[config.mk]
export PLATFORM = sky130hd
export DESIGN_NAME = system_clock_pll_config
export DESIGN_NICKNAME = d
export VERILOG_FILES = /design/src/verilog/clk_cfg_pkg.sv /design/src/verilog/system_clock_pll_config.sv /design/src/verilog/pll_xlat_rom.sv
export SDC_FILE = /design/constraint.sdc
export NUM_CORES = 1
export LEC_CHECK = 0
export ABC_CLOCK_PERIOD_IN_PS = 6700
export BUFFER_PORTS_ARGS = -buffer_cell sky130_fd_sc_hd__buf_2
export CAP_MARGIN = 0
export CELL_PAD_IN_SITES_DETAIL_PLACEMENT = 0
export CELL_PAD_IN_SITES_GLOBAL_PLACEMENT = 1
export CORE_ASPECT_RATIO = 1.2
export CORE_MARGIN = 10
export CORE_UTILIZATION = 45
export CTS_BUF_LIST = sky130_fd_sc_hd__clkbuf_8
export DETAILED_ROUTE_END_ITERATION = 10
export MAX_ROUTING_LAYER = met4
export PLACE_DENSITY = 0.92
export SKIP_CTS_REPAIR_TIMING = 1
export SLEW_MARGIN = 20
export SYNTH_ARGS = -nofsm -noshare
export SYNTH_HDL_FRONTEND = slang
export SYNTH_SLANG_ARGS = --single-unit
[constraint.sdc]
create_clock -name clk_sys_in -period 6.7 [get_ports clk_sys_in]
set_input_delay 1.005 -clock clk_sys_in [delete_from_list [all_inputs] [get_ports clk_sys_in]]
set_output_delay 1.005 -clock clk_sys_in [all_outputs]
set_load 0.02 [all_outputs]
[src/verilog/clk_cfg_pkg.sv]
// Operation
// - Extension-select set: extended fields replace the base fields.
// - Divide the chosen clock by base divisor plus one; reset value 0xF.
// - PLL path runs at 400 MHz and is halved before the divisor.
// - Bypass clear divides PLL output; bypass set divides the oscillator.
// - Divider-apply clear and PLL off: system clock equals the source.
// - A crystal-select change is translated into new PLL settings.
// - The PLL translation of the crystal selection is readable.
// - Extended oscillator source 0x7 selects the 32-kHz oscillator.
// - The PLL stays disabled after reset until software enables it.
// - Power-down: PLL output stopped; normal mode: PLL drives output.
// - A changed crystal value starts relock; same value does not.
// - Power-down to normal transition starts a relock period.
// - Relock timed by a down counter on the main oscillator, from 0x1200.
// - PLL is not the system clock until relock has expired.
// - Enable and select in one write: stay on oscillator until lock.
// - Raw lock flag readable; maskable lock interrupt offered.
// - Converter clock is the system clock divided down to 16 MHz.
// - Each peripheral clock is enabled or disabled individually.
package clk_cfg_pkg;
   localparam int DIV_W = 4;
   localparam int DIV_WIDE_W = DIV_W + 2;
   localparam int CRYSTAL_SELECT_W = 4;
   localparam int OSC_W = 2;
   localparam int OSC_EXT_W = 3;
   localparam int TRANS_W = 14;
   localparam int RELOCK_W = 13;
   localparam logic [DIV_W-1:0] DIV_RESET = 4'hf;
   localparam logic [DIV_WIDE_W-1:0] DIV_WIDE_RESET = 6'h0f;
   localparam logic [CRYSTAL_SELECT_W-1:0] CRYSTAL_SELECT_RESET = 4'hb;
   localparam logic [RELOCK_W-1:0] RELOCK_LOAD = 13'h1200;
   localparam logic [OSC_EXT_W-1:0] OSC_RTC_SEL = 3'h7;
   localparam int PLL_VCO_MHZ = 400;
   localparam int PLL_PREDIV = 2;
   localparam int ADC_CLK_MHZ = 16;
   localparam int NUM_PERIPH = 8;
   typedef enum logic [1:0] {
      SRC_PLL = 2'b00,
      SRC_OSC_DIV = 2'b01,
      SRC_OSC_RAW = 2'b10
   } sys_src_t;
endpackage : clk_cfg_pkg

[src/verilog/system_clock_pll_config.sv]
`timescale 1ns/1ps
// Run-mode clock control. Produces divided enables rather than gated clocks.
module system_clock_pll_config
   import clk_cfg_pkg::*;
#(
   parameter int N_PERIPH = NUM_PERIPH
)(
   input wire logic clk_sys_in,
   input wire logic nrst_in,
   input wire logic main_osc_in,
   input wire logic [DIV_W-1:0] sys_divisor_in,
   input wire logic [DIV_WIDE_W-1:0] sys_divisor_wide_in,
   input wire logic ext_cfg_select_in,
   input wire logic pll_bypass_in,
   input wire logic pll_bypass_ext_in,
   input wire logic divider_apply_in,
   input wire logic pll_power_down_in,
   input wire logic pll_power_down_ext_in,
   input wire logic [CRYSTAL_SELECT_W-1:0] crystal_select_in,
   input wire logic [OSC_W-1:0] osc_source_in,
   input wire logic [OSC_EXT_W-1:0] osc_source_ext_in,
   input wire logic cfg_write_in,
   input wire logic pll_lock_mask_in,
   input wire logic pll_lock_clear_in,
   input wire logic [N_PERIPH-1:0] periph_clk_en_in,
   output logic sys_clk_en_out,
   output logic adc_clk_en_out,
   output logic [N_PERIPH-1:0] periph_clk_en_out,
   output sys_src_t sys_src_out,
   output logic [DIV_WIDE_W-1:0] eff_divisor_out,
   output logic [OSC_EXT_W-1:0] pll_ref_sel_out,
   output logic pll_drive_out,
   output logic [TRANS_W-1:0] pll_translation_out,
   output logic pll_lock_raw_flag_out,
   output logic pll_lock_irq_out
);
   if (N_PERIPH < 1 || N_PERIPH > 32) begin : g_chk
      $error("N_PERIPH must be 1 to 32");
   end

   // Converter divisor: PLL path gives 200 MHz at the divider input.
   localparam int PLL_OUT_MHZ = PLL_VCO_MHZ / PLL_PREDIV;
   localparam int ADC_RATIO_I = PLL_OUT_MHZ / ADC_CLK_MHZ;
   localparam logic [DIV_WIDE_W-1:0] ADC_RATIO = DIV_WIDE_W'(ADC_RATIO_I);

   typedef struct packed {
      logic [2:0] osc_sync;
      logic [CRYSTAL_SELECT_W-1:0] crystal_select;
      logic pwr_dn;
      logic [RELOCK_W-1:0] relock_cnt;
      logic relocking;
      logic lock_flag;
      logic irq;
      logic [DIV_WIDE_W-1:0] div_cnt;
      logic [DIV_WIDE_W-1:0] adc_cnt;
      logic sys_en;
      logic adc_en;
      logic [N_PERIPH-1:0] periph_en;
      sys_src_t src;
      logic [DIV_WIDE_W-1:0] div_eff;
      logic [OSC_EXT_W-1:0] ref_sel;
      logic pll_drive;
   } state_t;

   state_t s_q;
   state_t s_d;
   logic [TRANS_W-1:0] rom_data;

   pll_xlat_rom u_rom (
      .clk_sys_in(clk_sys_in),
      .nrst_in(nrst_in),
      .addr_in(s_q.crystal_select),
      .data_out(rom_data)
   );

   logic bypass_sel;
   logic pdn_sel;
   logic [DIV_WIDE_W-1:0] div_sel;
   logic [OSC_EXT_W-1:0] osc_sel;
   logic osc_rise;
   logic trigger;
   logic pll_ready;

   always_comb begin
      bypass_sel = ext_cfg_select_in ? pll_bypass_ext_in : pll_bypass_in;
      pdn_sel = ext_cfg_select_in ? pll_power_down_ext_in
                                  : pll_power_down_in;
      div_sel = ext_cfg_select_in ? sys_divisor_wide_in
                : {2'b00, sys_divisor_in};
      osc_sel = ext_cfg_select_in ? osc_source_ext_in
                : {1'b0, osc_source_in};
      osc_rise = s_q.osc_sync[1] && !s_q.osc_sync[2];
      trigger = cfg_write_in && ((crystal_select_in != s_q.crystal_select)
                || (s_q.pwr_dn && !pdn_sel));
      pll_ready = !s_q.pwr_dn && !s_q.relocking;
   end

   always_comb begin
      s_d = s_q;
      s_d.osc_sync = {s_q.osc_sync[1:0], main_osc_in};

      if (cfg_write_in) begin
         s_d.crystal_select = crystal_select_in;
         s_d.pwr_dn = pdn_sel;
         s_d.ref_sel = osc_sel;
      end

      // Relock timer advances on main oscillator edges only.
      if (trigger) begin
         s_d.relock_cnt = RELOCK_LOAD;
         s_d.relocking = 1'b1;
      end else if (s_q.relocking && osc_rise) begin
         if (s_q.relock_cnt == '0) begin
            s_d.relocking = 1'b0;
         end else begin
            s_d.relock_cnt = s_q.relock_cnt - 1'b1;
         end
      end

      if (trigger || s_d.pwr_dn) begin
         s_d.lock_flag = 1'b0;
      end else if (s_q.relocking && !s_d.relocking) begin
         s_d.lock_flag = 1'b1;
      end

      // Set wins over the software clear.
      if (s_q.relocking && !s_d.relocking && !trigger) begin
         s_d.irq = 1'b1;
      end else if (pll_lock_clear_in) begin
         s_d.irq = 1'b0;
      end

      // Source choice: PLL only once locked, otherwise the oscillator.
      if (!bypass_sel && pll_ready && !trigger) begin
         s_d.src = SRC_PLL;
      end else if (divider_apply_in || !bypass_sel) begin
         s_d.src = SRC_OSC_DIV;
      end else begin
         s_d.src = SRC_OSC_RAW;
      end
      s_d.div_eff = div_sel;

      // The PLL path carries the fixed halving of the VCO.
      if (s_d.src == SRC_OSC_RAW) begin
         s_d.sys_en = 1'b1;
         s_d.div_cnt = '0;
      end else if (s_q.div_cnt >= s_d.div_eff) begin
         s_d.sys_en = 1'b1;
         s_d.div_cnt = '0;
      end else begin
         s_d.sys_en = 1'b0;
         s_d.div_cnt = s_q.div_cnt + 1'b1;
      end

      // Converter enable drawn from system enables toward 16 MHz.
      s_d.adc_en = 1'b0;
      if (s_d.sys_en) begin
         if (s_q.adc_cnt + s_d.div_eff + 1'b1 >= ADC_RATIO) begin
            s_d.adc_en = 1'b1;
            s_d.adc_cnt = '0;
         end else begin
            s_d.adc_cnt = 6'(s_q.adc_cnt + s_d.div_eff + 1'b1);
         end
      end

      s_d.periph_en = periph_clk_en_in & {N_PERIPH{s_d.sys_en}};
      s_d.pll_drive = !s_d.pwr_dn;
   end

   always_ff @(posedge clk_sys_in) begin
      if (!nrst_in) begin
         s_q <= '0;
         s_q.crystal_select <= CRYSTAL_SELECT_RESET;
         s_q.pwr_dn <= 1'b1;
         s_q.relock_cnt <= RELOCK_LOAD;
         s_q.div_eff <= DIV_WIDE_RESET;
         s_q.src <= SRC_OSC_DIV;
      end else begin
         s_q <= s_d;
      end
   end

   logic [TRANS_W-1:0] trans_q;
   logic irq_q;
   always_ff @(posedge clk_sys_in) begin
      if (!nrst_in) begin
         trans_q <= '0;
         irq_q <= 1'b0;
      end else begin
         trans_q <= rom_data;
         irq_q <= s_q.irq && pll_lock_mask_in;
      end
   end

   assign sys_clk_en_out = s_q.sys_en;
   assign adc_clk_en_out = s_q.adc_en;
   assign periph_clk_en_out = s_q.periph_en;
   assign sys_src_out = s_q.src;
   assign eff_divisor_out = s_q.div_eff;
   assign pll_ref_sel_out = s_q.ref_sel;
   assign pll_drive_out = s_q.pll_drive;
   assign pll_translation_out = trans_q;
   assign pll_lock_raw_flag_out = s_q.lock_flag;
   assign pll_lock_irq_out = irq_q;
endmodule : system_clock_pll_config

[src/verilog/pll_xlat_rom.sv]
`timescale 1ns/1ps
// Crystal code to PLL setting table, read data registered.
module pll_xlat_rom
   import clk_cfg_pkg::*;
(
   input wire logic clk_sys_in,
   input wire logic nrst_in,
   input wire logic [CRYSTAL_SELECT_W-1:0] addr_in,
   output logic [TRANS_W-1:0] data_out
);
   typedef struct packed {
      logic [TRANS_W-1:0] data;
   } rom_state_t;
   rom_state_t s_q;
   rom_state_t s_d;

   // Multiplier in the upper field, reference divider in the lower field.
   function automatic logic [TRANS_W-1:0] lookup(input logic [CRYSTAL_SELECT_W-1:0] a);
      logic [6:0] mul;
      logic [6:0] ref_div;
      mul = 7'(7'h32 + {3'h0, a});
      ref_div = 7'({3'h0, a} >> 1);
      return {mul, ref_div};
   endfunction : lookup

   always_comb begin
      s_d = s_q;
      s_d.data = lookup(addr_in);
   end

   always_ff @(posedge clk_sys_in) begin
      if (!nrst_in) begin
         s_q <= '0;
      end else begin
         s_q <= s_d;
      end
   end
   assign data_out = s_q.data;
endmodule : pll_xlat_rom

# == Word-level counts from Yosys, hierarchy flattened ==
# Index checks and enable logic that the tools add are counted.
# word_totals
register_bits,87
inputBits,39
out_inout_bits,38
elab_cells,76
# op_classes
n_addsub,5
magnitude_cmp,2
n_eq_ne,2
muxes,16
bitwise,3
n_reduce_logical,28
# ops
op,count
logical NOT 13 bit,1
"subtractor 13 x 1 -> 13 bit, second input constant",1
"adder 6 x 1 -> 6 bit, second input constant",2
2-to-1 mux 6 bit,2
2-to-1 mux 1 bit,11
logical AND 1 bit,10
AND 8 bit,1
logical NOT 1 bit,8
"adder 6 x 4 -> 7 bit, first input constant",1
adder 6 bit,1
">= comparator 6 x 4 -> 1 bit, second input constant",1
>= comparator 6 bit,1
2-to-1 mux 2 bit,2
inequality test 4 bit,1
AND reduction 2 bit,2
OR reduction 2 bit,2
logical OR 1 bit,3
2-to-1 mux 3 bit,1
OR reduction 3 bit,1
"equality test 2 bit, second input constant",1
inverter 1 bit,2
nonzero test 2 bit,1

# == Logic depth before layout (Yosys ltp) ==
# logic_depth
depth_word,11
depth_mapped,10
mapped_depth_nobuf,9

# == Modules after synthesis ==
# A second synthesis with hierarchy kept.
# unflattened
hier_cells,353
hier_area_um2,3515.9
# modules_own_cells
mod,n_inst,cells_each,area_per_inst_um2,seq_area_each_um2
system_clock_pll_config,1,325,3186.8,1461.4
pll_xlat_rom,1,28,329.1,200.2

# == Least setup slack after synthesis ==
# Ideal clock, no wire load.
# synth_timing
path_type,in2reg
from,input port ext_cfg_select_in
to,register s_q[24] in the netlist's numbering
setup_time_ps,101
arrival_ps,3323
required_ps,6599
setup_slack_ps,3276
path_stages,10
n_path_buf,1
path_cell_list,buf_2 -> mux2i_1 -> ha_1 -> inv_1 -> fa_1 -> and2_1 -> o21a_1 -> a2111oi_0 -> nor3_1 -> o41ai_1
# synth_between
elab_chain_cells,10
elab_cells_between_ends,22
classes_between,add/sub: 2; order compare: 2; eq/ne: 1; mux: 8; reduce/logical: 9
# synth_rtl
item,line_no,rtl
"start, declared",system_clock_pll_config.sv:13,"input wire logic ext_cfg_select_in,"
"parallel branches: the longest is 10 deep, another holds adder 6 bit",n/a,
"end, declared",system_clock_pll_config.sv:65,state_t s_q;
# Several ways; the timed one is not identified.
# A chain may end at the register's enable or synchronous reset.

# == Worst setup path after layout ==
# Ends and elaborated chain as after synthesis.

==> impl_results.md <==
* # clock sinks at 79
* Pins Over Slew Limit at 0
* Clock Path Buffers at 2
* Worst setup SP type: input pin
* Finished Cell Area at 3830 um2
* Maximum vdd drop at 0.182 mV
* Ys flop type: dfxtp_1
* Number of global-route vias before repair at 2361
* Crit Path Class: input pin to flip-flop
* DR vias/cell at 4.91
* WHS at 0.437 ns
* Tightest Pin Transition at 0.911 ns
* Worst skew pair latency at 0.36 ns
* Pin count of the biggest net entering global routing at 34
* Post-Synth Simple-Gate Area at 0.211
* RSZ-0062 raised after global routing: no
* Die outline width at 98.6 um
* Most common cell after layout, fill and taps aside: dfxtp_1
* Row cnt at 34
* H-tree lvl count at 3
* Critical Path, Cell by Cell: buf_2 -> mux2i_1 -> ha_1 -> inv_1 -> fa_1 -> and2_1 -> o21a_1 -> a2111oi_0 -> nor3_1 -> o41ai_1
* Critical path endpoint category: flip-flop
* Post-synthesis compound-gate area fraction at 0.0780
* Initial antenna violation count at 0
* Buf/Inv on CP at 2
* Crit path largest cell delay at 0.47 ns
* Outcome: complete, no violations
* Post-synthesis adder-cell area fraction at 0.0660
* Ys Warns at 0
* IO Pins at 77
* Root Driver: clkbuf_8
* Mapped cell area at 3340 um2
* DRC at 0
* Largest family of logic cells by synthesized area: simple AND/OR/NAND/NOR gates
* Worst Hold Class: flip-flop to flip-flop
* Critical Path RT at 6.96 ns
* Detailed Routing Iterations Pass 1 at 4
* Syn Area/Cell at 9.64 um2
* 1st-iter DRT viols at 96
* Final Hold Fails at 0
* Seq/Total Area, Yosys at 0.474
* TritonCTS buffer count at 9
* Post-Route WL at 6820 um
* Die area at 11300 um2
* Yosys reg bits at 79
* Setup slack, reg-to-reg at 4.20 ns
* Crit-path leading delay family: compound AO/OA/AOI/OAI gates
* Highest Clock Rate at 0.301 GHz
* Pleak at 0.00175 uW
* Commonest cells after routing, fill and taps aside: dfxtp_1 (79), buf_2 (72), and2_1 (32)
* Die Height at 114 um
* Gpl congestion at 0.837
* Antenna Nets Post-Route at 0
* GR Overflow Total at 0
* Via count at 2435
* Final Critical Period at 3.32 ns
* # port buffers at 72
* Core outline area at 7230 um2
* Layout cells sized above 1 at 0.236
* Wirelength per Cell at 13.8 um
* EDFF count, synth at 0
* Setup TNS at 0 ns
* Cells after synthesis at 346
* Critical path arrival at 3.59 ns
* Overall Global Routing Usage at 0.126
* Synth unique cells at 48
* Relative slew slack at 0.389
* Starting density of the core at 0.461
* Clk_skew at 0.0113 ns
* Crit-path max FO at 11
* Ys async rst share at 0
* First-pass GRT wire length at 11300 um
* Max cap viols at 0
* XOR/XNOR share of the synthesized area at 0.0551
* # diodes at 0
* Dpl hpwl at 5160 um
* Slowest cell on crit path: fa_1
* CTS clk-pin slew, worst paths at 0.09 ns
* Area post-placement at 3620 um2
* Syn-to-layout area delta at 14.7%
* TritonCTS clock tree: done
* P per Cell Area at 260 nW/um2
* Fin crit share at 0.496
* Mux contribution to synthesized area at 0.0360
* # setup viols final at 0
* Layout net count at 457
-- through the flow --
stage                     setup WS [ns]  total power, uW  utilization  std cells
after global routing               3.12             1040        0.529        496
after global placement             3.08              630        0.501        480
after detailed placement           2.99              633        0.501        480
final                              3.38              995        0.529        496
after CTS                          3.38             1010        0.529        496
after floorplan                    3.28              602            -        349
-- report_power, final --
part           switching (uW)  internal [uW]
sequential               9.80            491
combinational            71.3           49.2
clock                     195            179
-- flip-flops by register name, summed over array words and instances, names as in the netlist, 2 cells and up --
register / flops
eff_divisor_out: 6
periph_clk_en_out: 8
pll_ref_sel_out: 3
pll_translation_out: 10
s_d: 2
s_q: 33
sys_src_out: 2
u_rom.data_out: 10
-- synthesized netlist by cell type, types with 6 or more instances --
cell | count | area share
ha_1 | 16 | 0.060
a21oi_1 | 10 | 0.015
clkbuf_1 | 7 | 0.0079
o21ai_0 | 6 | 0.0090
nand2_1 | 23 | 0.026
nor2_1 | 30 | 0.034
and2_1 | 32 | 0.060
dfxtp_1 | 79 | 0.47
mux2i_1 | 12 | 0.036
nor3_1 | 7 | 0.010
xnor2_1 | 18 | 0.047
inv_1 | 14 | 0.016
buf_4 | 23 | 0.052
-- final timing paths --
path                                               startpoint                                 end  cells after the start
worst max-delay path                        ext_cfg_select_in                s_q[24]$_SDFFE_PN0N_                     10
worst min-delay path            u_rom.data_out[11]$_SDFF_PN0_  pll_translation_out[11]$_SDFF_PN0_                      1
worst max register to register           s_q[37]$_SDFFE_PP0P_                  s_q[36]$_SDFF_PN0_                      7
worst min register to register  u_rom.data_out[11]$_SDFF_PN0_  pll_translation_out[11]$_SDFF_PN0_                      1
-- layer usage --
layer | vias to the layer above | global-route usage | routed length, um
met5 | - | - | 0
met4 | 0 | 0.0526 | 123
met3 | 10 | 0.0393 | 337
met2 | 63 | 0.205 | 3430
met1 | 1107 | 0.139 | 2940
li1 | 1255 | - | -
-- layout make-up --
cell class / count / area [um2]
fill: 689 / 3400
sequential: 79 / 1580
multi-input combinational: 223 / 1500
timing repair buffer: 73 / 368
clock buffer: 9 / 124
tap: 90 / 113
clock inverter: 7 / 83.8
inverter: 15 / 56.3
-- worst reg2reg max path, stage by stage, from the launching register on --
cell	delay (ns)
dfxtp_1	0.32
inv_1	0.11
ha_1	0.22
or4b_2	0.59
nor4_1	0.30
nor4b_1	0.57
nand2b_1	0.19
a21oi_1	0.06
-- cells by family (layout without fill, tap and decap cells) --
kind of cell,count (synthesis),count (layout)
other,1,4
AND/OR/NAND/NOR,131,131
multiplexers,12,12
XOR/XNOR,21,21
adder cells (fa/ha/maj),17,17
buffers and inverters,47,104
flip-flops,79,79
AO/OA/AOI/OAI,38,38
Power figures use the tool's default switching activity.
